==> src/hw/rot_window_pkg.sv <==
// constants shared by the rotated main-window address block
package rot_window_pkg;

	// ------------------------------------------------------------
	// register indices (byte address on the bus is four times these)
	// ------------------------------------------------------------
	localparam logic [7:0] IDX_SPECIAL_EFFECTS = 8'h71;
	localparam logic [7:0] IDX_START_LOW       = 8'h74;
	localparam logic [7:0] IDX_START_MID       = 8'h75;
	localparam logic [7:0] IDX_START_HIGH      = 8'h76;
	localparam logic [7:0] IDX_OFFSET_LOW      = 8'h78;
	localparam logic [7:0] IDX_OFFSET_HIGH     = 8'h79;
	localparam logic [7:0] IDX_FETCH_LOW       = 8'h60;
	localparam logic [7:0] IDX_FETCH_MID       = 8'h61;
	localparam logic [7:0] IDX_FETCH_HIGH      = 8'h62;

	// ------------------------------------------------------------
	// field layout and widths
	// ------------------------------------------------------------
	localparam int START_W          = 17;
	localparam int OFFSET_W         = 10;
	localparam int ADR_W            = 10;
	localparam int DAT_W            = 32;
	localparam int ROT_LSB          = 0;
	localparam int SUB_ENABLE_BIT   = 4;
	localparam int BYTE_SWAP_BIT    = 6;
	localparam int WORD_SWAP_BIT    = 7;
	localparam logic [7:0] SPECIAL_EFFECTS_MASK = 8'hd3;

	// ------------------------------------------------------------
	// reset values
	// ------------------------------------------------------------
	localparam logic [7:0]          SPECIAL_EFFECTS_RESET = 8'h00;
	localparam logic [START_W-1:0]  START_RESET           = 17'h00000;
	localparam logic [OFFSET_W-1:0] OFFSET_RESET          = 10'h000;

	// rotation select codes, counter-clockwise steps of ninety degrees
	typedef enum logic [1:0] {
		ROT_0   = 2'b00,
		ROT_90  = 2'b01,
		ROT_180 = 2'b10,
		ROT_270 = 2'b11
	} rotation_t;

endpackage : rot_window_pkg

==> src/hw/rot_window.sv <==
// main-window rotation and address setup registers with display fetch address walker
`timescale 1ns/1ps
module rot_window
	import rot_window_pkg::*;
(
	// clock and reset
	input  wire logic                                  mclk,
	input  wire logic                                  rst_b,
	// wishbone classic slave
	input  wire logic                                  wb_cyc_i,
	input  wire logic                                  wb_stb_i,
	input  wire logic                                  wb_we_i,
	input  wire logic [rot_window_pkg::ADR_W-1:0]      wb_adr_i,
	input  wire logic [3:0]                            wb_sel_i,
	input  wire logic [rot_window_pkg::DAT_W-1:0]      wb_dat_i,
	output logic      [rot_window_pkg::DAT_W-1:0]      wb_dat_o,
	output logic                                       wb_ack_o,
	// display timing strobes
	input  wire logic                                  frame_start,
	input  wire logic                                  line_start,
	input  wire logic                                  dword_step,
	// configuration seen by the display pipeline
	output logic      [1:0]                            rotation_select,
	output logic                                       byte_swap,
	output logic                                       word_swap,
	output logic                                       sub_window_enable,
	// display buffer fetch address
	output logic      [rot_window_pkg::START_W-1:0]    fetch_addr
);
	import rot_window_pkg::*;

	// ------------------------------------------------------------
	// register storage
	// ------------------------------------------------------------
	logic [7:0]          effects_r;
	logic [START_W-1:0]  start_r;
	logic [OFFSET_W-1:0] offset_r;
	logic [START_W-1:0]  fetch_r;
	logic [START_W-1:0]  line_base_r;
	logic [DAT_W-1:0]    rdata_r;
	logic                ack_r;
	logic [7:0]          idx;
	logic                wr_go;
	rotation_t           rot;

	// the low two address bits are ignored, so any byte of a dword reaches the same register
	assign idx   = wb_adr_i[ADR_W-1:2];
	// a write lands only on the edge at which the master sees ack high
	assign wr_go = wb_cyc_i & wb_stb_i & wb_we_i & ack_r & wb_sel_i[0];
	assign rot   = rotation_t'(effects_r[ROT_LSB +: 2]);

	// ------------------------------------------------------------
	// bus handshake
	// ------------------------------------------------------------
	// ack comes one cycle after the request and drops the cycle after
	// a master that keeps cyc and stb up therefore sees one ack every second cycle
	always_ff @(posedge mclk or negedge rst_b) begin
		if (!rst_b) begin
			ack_r <= 1'b0;
		end else begin
			ack_r <= wb_cyc_i & wb_stb_i & ~ack_r;
		end
	end

	// read data is captured with the request so it is stable under ack
	// the fetch bytes are a snapshot of that edge, so a walk in progress can tear them
	always_ff @(posedge mclk or negedge rst_b) begin
		if (!rst_b) begin
			rdata_r <= '0;
		end else if (wb_cyc_i && wb_stb_i && !ack_r) begin
			case (idx)
				IDX_SPECIAL_EFFECTS: rdata_r <= {24'h000000, effects_r};
				IDX_START_LOW:       rdata_r <= {24'h000000, start_r[7:0]};
				IDX_START_MID:       rdata_r <= {24'h000000, start_r[15:8]};
				IDX_START_HIGH:      rdata_r <= {31'h00000000, start_r[16]};
				IDX_OFFSET_LOW:      rdata_r <= {24'h000000, offset_r[7:0]};
				IDX_OFFSET_HIGH:     rdata_r <= {30'h00000000, offset_r[9:8]};
				IDX_FETCH_LOW:       rdata_r <= {24'h000000, fetch_r[7:0]};
				IDX_FETCH_MID:       rdata_r <= {24'h000000, fetch_r[15:8]};
				IDX_FETCH_HIGH:      rdata_r <= {31'h00000000, fetch_r[16]};
				default:             rdata_r <= '0; // unmapped reads as zero
			endcase
		end
	end

	// ------------------------------------------------------------
	// software-written configuration
	// ------------------------------------------------------------
	// special effects: rotation, swaps and sub-window enable; n/a bits stay zero
	// writes to the unused bits are dropped, so they always read back as zero
	always_ff @(posedge mclk or negedge rst_b) begin
		if (!rst_b) begin
			effects_r <= SPECIAL_EFFECTS_RESET;
		end else if (wr_go && idx == IDX_SPECIAL_EFFECTS) begin
			effects_r <= wb_dat_i[7:0] & SPECIAL_EFFECTS_MASK;
		end
	end

	// start address, one byte lane per register
	// each byte lands at once; change all three between frames to avoid a torn start
	always_ff @(posedge mclk or negedge rst_b) begin
		if (!rst_b) begin
			start_r <= START_RESET;
		end else if (wr_go) begin
			case (idx)
				IDX_START_LOW:  start_r[7:0]  <= wb_dat_i[7:0];
				IDX_START_MID:  start_r[15:8] <= wb_dat_i[7:0];
				IDX_START_HIGH: start_r[16]   <= wb_dat_i[0];
				default:        start_r       <= start_r;
			endcase
		end
	end

	// line offset, ten bits over two registers
	// a new offset takes effect from the next line strobe on, or from the next dword step at ROT_90 and ROT_270
	always_ff @(posedge mclk or negedge rst_b) begin
		if (!rst_b) begin
			offset_r <= OFFSET_RESET;
		end else if (wr_go) begin
			case (idx)
				IDX_OFFSET_LOW:  offset_r[7:0] <= wb_dat_i[7:0];
				IDX_OFFSET_HIGH: offset_r[9:8] <= wb_dat_i[1:0];
				default:         offset_r      <= offset_r;
			endcase
		end
	end

	// ------------------------------------------------------------
	// fetch address walker
	// ------------------------------------------------------------
	// steps are whole dwords, so the walk is the same at every colour depth;
	// pixel unpacking within a dword belongs to the pixel pipeline
	// registers are not shadowed: a new start is taken at the next frame strobe
	// all sums wrap modulo the 17-bit dword space of the buffer
	logic [START_W-1:0] offset_ext;
	logic [START_W-1:0] step_nxt;
	logic [START_W-1:0] line_nxt;

	assign offset_ext = {{(START_W-OFFSET_W){1'b0}}, offset_r};

	// counter-clockwise rotation picks direction along and across memory lines
	// the default arm only keeps the logic closed; a two-bit select never reaches it
	always_comb begin
		step_nxt = fetch_r;
		line_nxt = line_base_r;
		case (rot)
			ROT_0: begin
				step_nxt = fetch_r + 17'h00001;
				line_nxt = line_base_r + offset_ext;
			end
			ROT_90: begin
				step_nxt = fetch_r + offset_ext;
				line_nxt = line_base_r - 17'h00001;
			end
			ROT_180: begin
				step_nxt = fetch_r - 17'h00001;
				line_nxt = line_base_r - offset_ext;
			end
			ROT_270: begin
				step_nxt = fetch_r - offset_ext;
				line_nxt = line_base_r + 17'h00001;
			end
			default: begin
				step_nxt = fetch_r;
				line_nxt = line_base_r;
			end
		endcase
	end

	// frame start wins over line start, which wins over a dword step
	always_ff @(posedge mclk or negedge rst_b) begin
		if (!rst_b) begin
			fetch_r <= START_RESET;
		end else if (frame_start) begin
			fetch_r <= start_r;
		end else if (line_start) begin
			fetch_r <= line_nxt;
		end else if (dword_step) begin
			fetch_r <= step_nxt;
		end
	end

	// the line base moves only on frame and line strobes, with the same priority
	always_ff @(posedge mclk or negedge rst_b) begin
		if (!rst_b) begin
			line_base_r <= START_RESET;
		end else if (frame_start) begin
			line_base_r <= start_r;
		end else if (line_start) begin
			line_base_r <= line_nxt;
		end
	end

	// ------------------------------------------------------------
	// outputs, all from flip-flops
	// ------------------------------------------------------------
	assign wb_dat_o          = rdata_r;
	assign wb_ack_o          = ack_r;
	assign rotation_select   = effects_r[ROT_LSB +: 2];
	assign byte_swap         = effects_r[BYTE_SWAP_BIT];
	assign word_swap         = effects_r[WORD_SWAP_BIT];
	assign sub_window_enable = effects_r[SUB_ENABLE_BIT];
	assign fetch_addr        = fetch_r;

endmodule : rot_window

==> config.mk <==
export PLATFORM = sky130hd
export DESIGN_NAME = rot_window
export DESIGN_NICKNAME = d
export VERILOG_FILES = /design/src/hw/rot_window_pkg.sv /design/src/hw/rot_window.sv
export SDC_FILE = /design/constraint.sdc
export NUM_CORES = 1
export LEC_CHECK = 0
export BUFFER_PORTS_ARGS = -buffer_cell sky130_fd_sc_hd__buf_2
export CORE_ASPECT_RATIO = 0.8
export CORE_MARGIN = 2
export CORE_UTILIZATION = 40
export DETAILED_ROUTE_END_ITERATION = 10
export PLACE_DENSITY = 0.7
export SLEW_MARGIN = 20
export SYNTH_ARGS = -nofsm -noshare
export SYNTH_HDL_FRONTEND = slang
export SYNTH_SLANG_ARGS = --single-unit
==> constraint.sdc <==
create_clock -name mclk -period 6.6 [get_ports mclk]
set_input_delay 1.32 -clock mclk [delete_from_list [all_inputs] [get_ports mclk]]
set_output_delay 1.32 -clock mclk [all_outputs]
set_load 0.01 [all_outputs]
[Word-level counts from Yosys, hierarchy flattened]
Cells that the tools add are included.
Storage, ports and cells
  register bits: 99
  latch bits: 0
  bits in writable memories: 0
  bits in read-only memories: 0
  bits of input ports: 54
  output and inout port bits: 55
  memories kept: 0
Cells by class
  $add $sub $neg: 8
  multipliers: 0
  div/mod/pow operators: 0
  order comparisons: 0
  eq/ne operators: 12
  shift-type cells: 0
  mux-type cells: 8
  bitwise gates (word level): 6
  reduce and logical (&&, ||, !) cells: 12
Operators by type and width (count)
  $pmux W17 S4: 2
  $mux W17: 5
  $eq A8 B7 Y1 const B: 9
  $pmux W8 S9: 1
  $add A17 B1 Y17 const B: 2
  $add A17 B10 Y17: 2
  $sub A17 B1 Y17 const B: 2
  $sub A17 B10 Y17: 2
  $reduce_and A2 Y1: 5
  $and A1 B1 Y1: 5
  $eq A2 B2 Y1 const B: 2
  $logic_and A1 B1 Y1: 3
  $reduce_bool A3 Y1: 1
  $eq A2 B1 Y1 const B: 1
  $logic_not A2 Y1: 1
  $reduce_bool A2 Y1: 1
  $logic_not A1 Y1: 1
  $not A1 Y1: 1

[Logic depth before layout (Yosys ltp)]
Gate-level depths: netlist (run 1).
  depth in word-level cells: 5
  depth in mapped cells: 16
  depth with buffers taken out: 16

[Least setup slack after synthesis (run 1)]
OpenSTA, ideal clock, no wires.
  path type: register -> register
  start: reg offset_r[2]
  end: reg fetch_r[15], in the netlist fetch_addr[15]
  library setup time: 0.126 ns
  arrival time: 4.035 ns
  data required time: 6.474 ns
  slack: 2.439 ns
  stages on the path, launching flop included: 17
  path buffers: 1
  cells stage by stage: dfrtp_1 > buf_6 > or3_4 > or3_4 > or3_4 > or3_4 > o21ai_1 > nand2_1 > o311ai_1 > ha_1 > nand2_1 > o21ai_0 > o41ai_1 > o41ai_2 > o31ai_1 > mux2_2 > o32a_1
Between the ends
  word-level cells in the longest chain between the ends: 5
  elaborated cells on any way between the ends: 9
Ends and longest elaborated chain
  from (decl): RTL line rot_window.sv:37  | logic [OFFSET_W-1:0] offset_r;
  from (signal assigned): RTL line rot_window.sv:121  | IDX_OFFSET_LOW: offset_r[7:0] <= wb_dat_i[7:0];
  from (signal assigned): RTL line rot_window.sv:123  | default: offset_r <= offset_r;
  $sub A17 B10 Y17 or $add A17 B10 Y17 (tied branches): RTL line rot_window.sv:160, rot_window.sv:152
  $pmux W17 S4: RTL line rot_window.sv:146  | case (rot)
  $mux W17: RTL line rot_window.sv:178  | end else if (dword_step) begin
  $mux W17 *: RTL line rot_window.sv:176  | end else if (line_start) begin
  $mux W17 *: RTL line rot_window.sv:174  | end else if (frame_start) begin
  to (signal assigned): RTL line rot_window.sv:175  | fetch_r <= start_r;
  to (signal assigned): RTL line rot_window.sv:177  | fetch_r <= line_nxt;
  to (signal assigned): RTL line rot_window.sv:179  | fetch_r <= step_nxt;
  to (decl): RTL line rot_window.sv:38  | logic [START_W-1:0] fetch_r;
Mark *: on every way between the ends. The rest lies on a longest branch, timed or not. The select of a mux whose other input is x is not followed.
A chain may end at the register's enable or synchronous reset.

[Worst setup path in the final report (run 1)]
Ends and elaborated chain as after synthesis.

==> flow_summary.ini, run 1 <==
[logic_synthesis]
synth_edf_count = 0
synth-main-ff-cell = dfrtp_1
syn_inst = 654
synth_adder_area_share_pct = 7.75
syn_area_sq_um = 5850
yosys_warnings = 0
synthSimpleGateAreaFrac_pct = 15.0
synth_top_family_by_area = compound AO/OA/AOI/OAI gates
synth_cell_types = 67
async_reset_ff_share_pct = 100
muxShareOfSynthArea_pct = 9.05
syn_area_per_cell_sq_um = 8.94
synth_compound_area_share_pct = 25.5
synth_seq_cells = 75
synth_xor_area_share_pct = 3.00
synth-seq-area-share_pct = 32.1

[sta]
rsz0062_at_grt = no
min_period_over_period_pct = 70.6
finalSetupViolations = 0
finalClockSkew_ns = 0.00866
maxSlewViolCount = 0
max_slew.worst_pin.slew_ns = 1.03
slew_headroom_pct = 30.7
fin_ws_ns = 1.94
hold_viol_final = 0
finalSetupTns_ns = 0
whs_ns = 0.487
max_freq_mhz = 215
finalCriticalPeriod_ns = 4.66

[place]
hpwl_um = 12700
place_ws_ns = 2.02
place_congestion = 0.954
io_buffers = 55

[routing]
vias = 5303
drt_iter0_markers = 660
remaining_drc_errors = 0
dr.pass1.iters = 8
viasPerCell = 6.04
postRouteAntennaNets = 0
wl_per_cell_um = 19.9
drt_wl_total_um = 17400

[power_and_ir_drop]
power_mw = 1.06
clock_power_share_pct = 45.2
p_sw_uw = 298
power.sequential.fraction_pct = 45.0
power_density_nw_per_um2 = 164
power_frac_comb_pct = 9.8
p_leak_nw = 3.27
intPower_uw = 758
sw_frac_of_total_pct = 28.2
peakVddDrop_v = 0.000135

[die]
io_pins = 109
coreArea_sq_um = 14300
core.rowCount = 39
die_x_um = 139
dieArea_sq_um = 15600
initial_core_util_pct = 40.9
die_h_um = 112

[setup_path]
cpPeakStageDelay_ns = 0.52
r2r_slack_ns = 1.94
r2r_start = offset_r[2]
regToRegEndpoint = fetch_addr[15]
critPathBufInv = 0
critPathRequiredTime_ns = 6.84
path_cells = or3_4, or3_4, or3_4, or3_4, o21ai_1, nand2_1, o311ai_1, ha_1, nand2_1, o21ai_0, o41ai_1, o41ai_2, o31ai_1, mux2_2, o32a_1
cp.arrival_ns = 4.90
crit_family = simple AND/OR/NAND/NOR gates
r2r_cells = 15
crit_path_start_kind = flop
cp_max_fo = 10
crit_slowest_cell = dfrtp_1
cpMostUsedCell = or3_4
critical_path_class = reg2reg
end_kind = flop

[finish]
regArea_sq_um = 1880
areaGrowthSynthToFinish_pct = 10.0
final_nets = 778
drive_above_1_share_pct = 18.7
multiInputGateArea_sq_um = 3620
n_fill_cell = 1403
n_antenna_cell = 0

[clocking]
clk_path_buf_depth = 2
root_buffer = clkbuf_16
clk_pin_slew_ns = 0.07
clk_latency_ns = 0.35
cts_tree = done
cts.sinks = 75
cts_hold_buf = 0
cts_resized = 0
cts_inserted_buffers = 9
post_cts_buffers = 0
cts_max_level = 3

[run_status]
outcome = finished clean

[global_routing]
track_usage_pct = 22.4
grt_overflow = 0
antenna_found_initial = 0
grt_max_degree = 76
grt_pass1_vias = 4722
grt_pass1_wl_um = 27100

[min_path]
hold_depth = 1
worstHoldStart = line_base_r[2]
hold-path-endpoint = line_base_r[2]
hold_path.class = reg2reg

[run]
maxCapViolCount = 0
-- worst max-delay path by stage --
stage,cells after the start,endpoint,slack [ns],start
finish,15,fetch_addr[15],1.94,offset_r[2]
global route,15,fetch_addr[15],1.76,offset_r[2]
CTS,15,fetch_addr[15],2.01,offset_r[2]
detailed placement,15,fetch_addr[15],2.02,offset_r[2]
global placement,15,fetch_addr[15],2.12,offset_r[2]
floorplan,16,fetch_addr[15],2.44,offset_r[2]
-- power groups by stage --
stage / registers (mW) / logic (mW) / clock network (mW)
detailed placement: 0.484 / 0.101 / 0
global placement: 0.484 / 0.100 / 0
floorplan: 0.483 / 0.0691 / 0
CTS: 0.475 / 0.102 / 0.488
global route: 0.476 / 0.113 / 0.510
finish: 0.475 / 0.103 / 0.478
-- layout by cell type (no fill, tap or decap), types with 13 or more instances in the layout --
master / count
dfrtp_1: 75
buf_2: 54
nand2_1: 49
nor2_1: 45
a21oi_1: 43
o21ai_0: 39
mux2_2: 39
ha_1: 33
inv_1: 32
conb_1: 24
nor3_1: 18
a222oi_1: 15
a21o_1: 14
a31oi_1: 13
-- layout make-up --
type                       count  share of cell area (%)
timing repair buffer          58                    4.67
inverter                      32                    1.87
sequential                    75                    29.2
tap                          184                    3.58
clock inverter                 7                   0.915
multi-input combinational    513                    56.3
clock buffer                   9                    3.50
-- sequential cells by signal, summed over array words and instances, names as in the netlist --
name,flops
start_r,17
wb_dat_o,8
effects_r,5
line_base_r,17
fetch_addr,17
wb_ack_o,1
offset_r,10
-- cell families after synthesis --
family | count (synthesis)
adders and majority gates | 35
muxes | 48
buffers and inverters | 89
and+or+nand+nor | 176
AOI/OAI and AO/OA | 210
other | 1
DFF | 75
xor gates and xnor gates | 20
-- synth_stat cells (9+ instances only) --
master | count | area share [%]
a222oi_1 | 15 | 2.6
a21oi_1 | 43 | 3.7
dfrtp_1 | 75 | 32
nand3_1 | 9 | 0.77
clkbuf_1 | 21 | 1.3
nand2b_1 | 11 | 1.2
o21ai_0 | 39 | 3.3
nor2_1 | 46 | 3.0
buf_4 | 25 | 3.2
a21o_1 | 14 | 1.8
mux2_2 | 39 | 7.5
ha_1 | 33 | 7.1
nor3_1 | 18 | 1.5
a31oi_1 | 13 | 1.4
inv_1 | 32 | 2.1
mux2i_1 | 9 | 1.5
nand2_1 | 49 | 3.1
xnor2_1 | 12 | 1.8
a22o_1 | 12 | 1.8
-- per-layer routing --
| metal | vias to the layer above | share of wire [%] | global-route usage (%) |
|---|---|---|---|
| met2 | 297 | 41 | 30.5 |
| met4 | 0 | 2.5 | 7.47 |
| li1 | 2492 | - | - |
| met3 | 37 | 12 | 6.61 |
| met1 | 2477 | 45 | 33.6 |
| met5 | - | 0 | 0 |
-- worst reg2reg max path, stage by stage, from the launching register on --
cell and delay (ns):
dfrtp_1 0.52, or3_4 0.47, or3_4 0.36, or3_4 0.36, or3_4 0.37, o21ai_1 0.13, nand2_1 0.06, o311ai_1 0.10
ha_1 0.34, nand2_1 0.14, o21ai_0 0.13, o41ai_1 0.38, o41ai_2 0.20, o31ai_1 0.29, mux2_2 0.39, o32a_1 0.34
-- stage by stage --
step                instance area [sq um]  std cells  utilization [%]
global placement                     6150        862             43.0
global route                         6430        878             45.0
detailed placement                   6150        862             43.0
finish                               6430        878             45.0
floorplan                            5930        677                -
CTS                                  6430        878             45.0
Power figures use the tool's default switching activity.
==> run 2: changes to the inputs <==
- PLACE_DENSITY: 0.7 -> 0.72
- clock period: 6.6 -> 3.9 ns (I/O delays scaled with it)
==> flow_summary.ini, run 2 (synthesis gave the netlist of run 1 again) <==
[sta]
hold_viol_final = 0
finalClockSkew_ns = 0.00768
fin_ws_ns = -0.222
max_freq_mhz = 243
slew_headroom_pct = 35.8
max_slew.worst_pin.slew_ns = 0.963
finalCriticalPeriod_ns = 4.12
min_period_over_period_pct = 106
maxSlewViolCount = 0
finalSetupViolations = 6
rsz0062_at_grt = yes

[routing]
wl_met1_um = 8100
dr.pass1.iters = 5
vias = 5566
viasPerCell = 6.04
drt_iter0_markers = 632
postRouteAntennaNets = 0
met2WireLength_um = 7920
wl_per_cell_um = 20.0
remaining_drc_errors = 0
drt_wl_total_um = 18400
top_layer_used = met4
wl_met3_um = 1860

[setup_path]
critPathBufInv = 2
cpMostUsedCell = or3_4
r2r_start = offset_r[2]
end_kind = flop
critPathRequiredTime_ns = 4.13
path_cells = or3_4, or3_4, or3_4, or3_4, buf_4, a31oi_4, o21ai_2, ha_4, buf_4, a21o_1, a21oi_2, o41ai_4, a2111oi_1, a211oi_1, o32a_1
crit_slowest_cell = a2111oi_1
critical_path_class = reg2reg
crit_start = offset_r[2]
crit_family = compound AO/OA/AOI/OAI gates
cp.arrival_ns = 4.35
crit_path_start_kind = flop
cp_max_fo = 5
cpPeakStageDelay_ns = 0.49

[finish]
postLayoutCellArea_sq_um = 6960
drive_above_1_share_pct = 27.1
areaGrowthSynthToFinish_pct = 19.0
n_fill_cell = 1309
n_antenna_cell = 0
final_cell_mix = 75 x dfrtp_1, 54 x buf_2, 48 x buf_4
layout_commonest_cell = dfrtp_1
final_nets = 822
post-route-util_pct = 48.6

[clocking]
clk_path_buf_depth = 2
cts_tree = done
cts_inserted_buffers = 9
cts_max_level = 3
root_buffer = clkbuf_16
clk_pin_slew_ns = 0.06
clk_latency_ns = 0.35
cts_hold_buf = 0
cts.sinks = 75

[place]
place_ws_ns = -0.151
placed_cell_area_sq_um = 6460
hpwl_um = 13500
place_congestion = 1.02
io_buffers = 55

[power_and_ir_drop]
power_density_nw_per_um2 = 268
peakVddDrop_v = 0.000213
p_leak_nw = 3.56

[global_routing]
grt_overflow = 0
antenna_found_initial = 0
track_usage_pct = 23.5
grt_pass1_vias = 5119
grt_pass1_wl_um = 28700
grt_max_degree = 76

[die]
io_pins = 109
die_h_um = 112
coreArea_sq_um = 14300
initial_core_util_pct = 40.9
dieArea_sq_um = 15600
die_x_um = 139
core.rowCount = 39

[min_path]
hold_path.class = reg2reg
worstHoldStart = line_base_r[13]

[run]
maxCapViolCount = 0

[run_status]
outcome = complete, but fails checks
violations = setup timing
[run 2: cell count changes in the layout (fill, tap and decap cells not counted), sizes merged]
| cell | previous run | this run |
|---|---|---|
| buf | 58 | 102 |
| clkinvlp | 1 | 2 |
| bufinv | 0 | 1 |
| inv | 35 | 36 |
| clkinv | 3 | 0 |
[run 2: where the power goes]
group          internal (mW)  switching [mW]
Clock                  0.507           0.365
Combinational         0.0604           0.126
Sequential             0.789          0.0154
Total                   1.36           0.507
[run 2: timing repair]
item,CTS,global route
cloned,0,0
pin swaps,2,15
setup buffers,3,3
resized for setup,17,15
setup endpoints to repair,7,11
[run 2: final cells by class]
| cell class | count | area [sq um] | area share [%] |
|---|---|---|---|
| Multi-Input combinational cell | 513 | 3790 | 54.5 |
| Sequential cell | 75 | 1880 | 27.0 |
| Timing Repair Buffer | 102 | 631 | 9.07 |
| Tap cell | 184 | 230 | 3.31 |
| Clock buffer | 9 | 225 | 3.24 |
| Inverter | 32 | 120 | 1.73 |
| Clock inverter | 7 | 82.6 | 1.19 |
[run 2: worst paths after layout]
| path | end | slack [ns] | cells past startpoint |
|---|---|---|---|
| setup / recovery | fetch_addr[15] | -0.22 | 15 |
| hold / removal | line_base_r[13] | 0.49 | 1 |
| setup reg to reg | fetch_addr[15] | -0.22 | 15 |
| hold reg to reg | line_base_r[13] | 0.49 | 1 |
| max in group asynchronous | line_base_r[9] | 2.69 | 1 |
| min in group asynchronous | wb_dat_o[3] | 0.59 | 1 |
[run 2: per-layer routing]
metal / up-vias / GRT usage [%]
met3: 35 / 7.30
met5: - / 0
met1: 2683 / 33.7
met4: 0 / 7.07
met2: 282 / 34.0
li1: 2566 / -
[run 2: stage by stage]
| step | std cells | power [mW] | hold WS [ns] | TNS [ns] |
|---|---|---|---|---|
| 4_1_cts | 921 | 1.87 | 0.493 | -0.165 |
| 2_1_floorplan | 677 | 0.934 | 0.450 | -0.152 |
| 6_report | 922 | 1.86 | 0.487 | -0.580 |
| 5_1_grt | 922 | 1.93 | 0.497 | -1.59 |
| 3_5_place_dp | 902 | 0.996 | 0.471 | -0.517 |
| 3_3_place_gp | 902 | 0.993 | 0.473 | -0.533 |
